## config.mk

```make
export PLATFORM = sky130hd
export DESIGN_NAME = ircm_top
export DESIGN_NICKNAME = d
export VERILOG_FILES = /design/src/core/ircm_pkg.sv /design/src/core/ircm_lookup.sv /design/src/core/ircm_top.sv
export SDC_FILE = /design/constraint.sdc
export NUM_CORES = 1
export LEC_CHECK = 0
export ABC_AREA = 1
export BUFFER_PORTS_ARGS = -buffer_cell sky130_fd_sc_hd__buf_2
export CORE_AREA = 2 2 185 114
export DETAILED_ROUTE_END_ITERATION = 8
export DIE_AREA = 0 0 187 116
export GPL_ROUTABILITY_DRIVEN = 0
export PLACE_DENSITY_LB_ADDON = 0.12
export SLEW_MARGIN = 20
export SYNTH_ARGS = -nofsm -noshare
export SYNTH_HDL_FRONTEND = slang
export SYNTH_HIERARCHICAL = 1
export SYNTH_SLANG_ARGS = --single-unit
```

## constraint.sdc

```tcl
create_clock -name pclk -period 1.9 [get_ports pclk]
set_clock_uncertainty 0.05 [all_clocks]
set_input_delay 0.095 -clock pclk [delete_from_list [all_inputs] [get_ports pclk]]
set_output_delay 0.095 -clock pclk [all_outputs]
set_load 0.03 [all_outputs]
```

## src/core/ircm_pkg.sv

```systemverilog
// Package for the isochronous receive channel mask block
`default_nettype none
package ircm_pkg;
  localparam logic [7:0] irc_mask_high_set_off = 8'h70;
  localparam logic [7:0] irc_mask_high_clear_off = 8'h74;
  localparam logic [7:0] irc_mask_low_set_off = 8'h78;
  localparam logic [7:0] irc_mask_low_clear_off = 8'h7c;
  localparam logic [31:0] irc_mask_reset = 32'h0000_0000;
  localparam logic [31:0] irc_bad_read = 32'h0000_0000;
  localparam int irc_chan_count = 64;
  localparam int irc_half = 32;

  typedef struct packed {
    logic [5:0] chan;
    logic valid;
  } ircm_query_t;

  typedef struct packed {
    logic hit;
    logic valid;
  } ircm_answer_t;
endpackage
`default_nettype wire

```

## src/core/ircm_lookup.sv

```systemverilog
// Channel number to mask bit lookup
`timescale 1ns/1ps
`default_nettype none
module ircm_lookup
(
  // Masks
  input wire logic [31:0] mask_low,
  input wire logic [31:0] mask_high,
  // Query
  input wire logic [5:0] chan,
  output logic enabled,
  // Flat view
  output logic [63:0] chan_vec
);
  genvar i;
  generate
    for (i = 0; i < ircm_pkg::irc_half; i = i + 1)
    begin : g_map
      assign chan_vec[i] = mask_low[i];
      assign chan_vec[i + ircm_pkg::irc_half] = mask_high[i];
    end
  endgenerate
  assign enabled = chan_vec[chan];
endmodule // ircm_lookup
`default_nettype wire

```

## src/core/ircm_top.sv

```systemverilog
// APB register bank of isochronous receive channel masks
`timescale 1ns/1ps
`default_nettype none
module ircm_top
(
  // APB
  input wire logic pclk,
  input wire logic presetn,
  input wire logic psel,
  input wire logic penable,
  input wire logic pwrite,
  input wire logic [7:0] paddr,
  input wire logic [31:0] pwdata,
  output logic [31:0] prdata,
  output logic pready,
  output logic pslverr,
  // Packet filter query from receive path
  input wire ircm_pkg::ircm_query_t query,
  output ircm_pkg::ircm_answer_t answer,
  // Mask contents
  output logic [63:0] chan_enable_vec
);
  logic [31:0] mask_low;
  logic [31:0] mask_high;
  logic [31:0] next_prdata;
  logic next_err;
  logic setup;
  logic wr;
  logic hit;
  logic [63:0] vec;

  // Zero wait states; answer in the cycle after setup
  assign setup = psel && !penable;
  assign wr = psel && penable && pready && pwrite;

  // Contents are undefined to software; zero reset keeps simulation clean
  always_ff @(posedge pclk or negedge presetn)
  begin
    if (!presetn)
      mask_high <= ircm_pkg::irc_mask_reset;
    else if (wr && paddr == ircm_pkg::irc_mask_high_set_off)
      mask_high <= mask_high | pwdata;
    else if (wr && paddr == ircm_pkg::irc_mask_high_clear_off)
      mask_high <= mask_high & ~pwdata;
  end

  always_ff @(posedge pclk or negedge presetn)
  begin
    if (!presetn)
      mask_low <= ircm_pkg::irc_mask_reset;
    else if (wr && paddr == ircm_pkg::irc_mask_low_set_off)
      mask_low <= mask_low | pwdata;
    else if (wr && paddr == ircm_pkg::irc_mask_low_clear_off)
      mask_low <= mask_low & ~pwdata;
  end

  always_comb
  begin
    next_err = 1'b0;
    case (paddr)
      ircm_pkg::irc_mask_high_set_off,
      ircm_pkg::irc_mask_high_clear_off: next_prdata = mask_high;
      ircm_pkg::irc_mask_low_set_off,
      ircm_pkg::irc_mask_low_clear_off: next_prdata = mask_low;
      default:
      begin
        next_prdata = ircm_pkg::irc_bad_read;
        next_err = 1'b1;
      end
    endcase
  end

  // Registered answer; pready high only in the access cycle
  always_ff @(posedge pclk or negedge presetn)
  begin
    if (!presetn)
    begin
      pready <= 1'b0;
      pslverr <= 1'b0;
      prdata <= 32'h0000_0000;
    end
    else
    begin
      pready <= setup;
      pslverr <= setup && next_err;
      prdata <= (setup && !pwrite) ? next_prdata : 32'h0000_0000;
    end
  end

  ircm_lookup u_lookup
  (
    .mask_low(mask_low),
    .mask_high(mask_high),
    .chan(query.chan),
    .enabled(hit),
    .chan_vec(vec)
  );

  always_ff @(posedge pclk or negedge presetn)
  begin
    if (!presetn)
    begin
      answer <= '0;
      chan_enable_vec <= 64'h0;
    end
    else
    begin
      answer.valid <= query.valid;
      answer.hit <= query.valid && hit;
      chan_enable_vec <= vec;
    end
  end
endmodule // ircm_top
`default_nettype wire

```

==> metrics.cfg <==
[global_route]
grt_max_degree = 98
grt_pass1_wl_um = 34600
grt_use_total = 0.208
gr-total-overflow = 0
gr-usage-met2 = 0.292
antenna_found_initial = 0
grt_pass1_vias = 5968
top_usage_layer = met1
gr-usage-met3 = 0.0424
grtUsageMet1 = 0.322

[finish]
area_delta_synth_final_pct = 18.6
nNetsFinal = 1094
antenna_cells = 0
multi_input_area_um2 = 2380
layout_common_cells = nand2_1 (249), dfrtp_1 (164), nand3_1 (150), buf_2 (150), inv_1 (139)
drive_gt1_frac = 0.205
postLayoutCellArea_um2 = 9340
final_common_cell = nand2_1
regArea_um2 = 4100
fillers = 1946

[detailed_routing]
viasPerCell = 4.78
drc = 0
drt_iter0_markers = 503
vias = 6348
wl_um = 21800
avgRoutedWirePerCell_um = 16.4
antenna_left = 0
dr.pass1.iters = 5

[die]
fp.dieW_um = 187
io_pins = 152
initial_core_util = 0.396
core_um2 = 19900
die_h_um = 116
die-area_um2 = 21700
placementRows = 40

[sta]
setup_viol = 0
tightest_slew_ns = 0.469
fin_crit_ns = 1.46
fin_tns_setup_ns = 0
maxSlewHeadroom = 0.687
slew_violations = 0
rsz0062_at_grt = false
fmax_mhz = 683
finalCritPeriodShare = 0.771
final_hold_viol_count = 0

[clock_network]
postCtsSetupBuffers = 0
cts_root_buf = clkbuf_16
clock_latency_ns = 0.43
cts_buffers = 17
cts_max_path_buffers = 2
cts_tree = built
clk_pin_slew_ns = 0.07
clkSinkCount = 164
h-tree-depth = 4

[yosys]
ys_seq_area_frac = 0.521
ys_seq_elements = 164
syn_avg_cell_area_um2 = 8.43
synth_area_um2 = 7870
yosys_warnings = 6
synth_cells = 934
synth_cell_type_count = 20
synth_area_leaders = dfrtp_1 (52%), nand2_1 (12%), nand3_1 (9.5%)
syn_nets = 986
yosysTopAreaCell = dfrtp_1
synth_top_area_frac = 0.521

[power]
total_power_mw = 7.69
comb_power_share = 0.073
clock_power_share = 0.469
p_sw_frac = 0.241
intPower_mw = 5.83
switching_power_mw = 1.86
ir_drop_uv = 740
leakage_nw = 4.53
power_per_cell_area_nw_per_um2 = 823
pwr-share-seq = 0.458

[status]
status = finished, final reports clean

[critical_path]
crit_family = simple AND/OR/NAND/NOR gates
path_class = reg2reg
rrSetupSlack_ns = 0.44
r2r-start = pready
crit_path_start_kind = register
worst-path-max-fanout = 41
crit_slowest_cell = buf_4
cp_cell_sequence = nand2_1 > nor2_4 > buf_4 > nand4_1 > nand2_1 > nand2_1 > inv_1
crit_required_ns = 2.22
max_stage_delay_ns = 0.42
crit_buf_inv = 2
crit_top_cell = nand2_1
end_kind = register
cp_data_arrival_time_ns = 1.78
r2r_cells = 7

[worst_hold_path]
holdCritPathClass = in2reg
holdPathEnd = pslverr
min_path_cells = 5
hold_start = psel

[placed_design]
dp_hpwl_um = 14000
dpl-instance-area_um2 = 8360
numPortBuffers = 151

[run]
cap_viol_max_count = 0

power by group through the flow:
stage | clock, mW | sequential [mW] | combinational, mW
4_1_cts | 3.69 | 3.52 | 0.562
3_5_place_dp | 0 | 3.59 | 0.499
3_3_place_gp | 0 | 3.59 | 0.498
2_1_floorplan | 0 | 3.61 | 0.231
5_1_grt | 3.85 | 3.52 | 0.617
6_report | 3.61 | 3.52 | 0.559
worst max path at each step:
stage | start | to | slack, ns | depth (start not counted)
after floorplan | pready | register | 0.47 | 8
after global placement | pready | register | 0.46 | 8
after detailed placement | pready | register | 0.45 | 7
after CTS | pready | register | 0.42 | 7
after global routing | pready | register | 0.28 | 7
final | pready | register | 0.44 | 7
stage by stage:
step / hold WS [ns] / util / cells / setup WS, ns
2_1_floorplan: -0.251 / - / 934 / 0.469
3_3_place_gp: -0.0107 / 0.421 / 1259 / 0.459
3_5_place_dp: -0.0101 / 0.421 / 1259 / 0.447
4_1_cts: 0.0129 / 0.470 / 1327 / 0.424
5_1_grt: 0.0340 / 0.470 / 1327 / 0.284
6_report: 0.0167 / 0.470 / 1327 / 0.435
logic make-up (layout without fill, tap and decap cells):
| kind of cell | after synthesis | after routing | share of synthesized area |
|---|---|---|---|
| flip-flops | 164 | 164 | 0.521 |
| AND/OR/NAND/NOR | 475 | 475 | 0.281 |
| buffers and inverters | 263 | 383 | 0.177 |
| AO/OA/AOI/OAI | 32 | 32 | 0.0203 |
tightest hold or removal path, stage by stage:
cell     delay (ns)
buf_2          0.10
inv_1          0.04
nor2_1         0.07
nand2_1        0.10
inv_1          0.04
layer usage:
layer	vias up	share of wire	wire, µm
met1	2984	0.52	11200
met2	244	0.41	8970
met5	-	0	0
met4	0	0.0093	203
met3	15	0.064	1390
li1	3105	-	-
timing repair:
item                                   4_1_cts  5_1_grt
hold buffers                                37        0
gates resized for setup                      0        0
endpoints found under the hold margin      232        0
cells in the mapped netlist:
cell type	n
inv_2	2
nor2_8	2
inv_1	139
dfrtp_1	164
nor2_2	2
nand2_1	249
nand3_2	2
buf_2	17
clkbuf_1	5
a21oi_1	32
clkbuf_2	1
nand4_1	64
nor2_1	2
inv_4	1
inv_6	1
nor2_4	4
buf_6	10
buf_1	6
buf_4	81
nand3_1	150
final cells by class:
class                   count  share of cell area
clock inverters            11              0.0161
multi-input cells         507               0.254
inverters                 143              0.0583
repair buffers            209               0.146
flip-flops and latches    164               0.440
clock buffers              20              0.0489
well taps                 273              0.0366
Note: power is estimated with default switching activity, not from simulation.
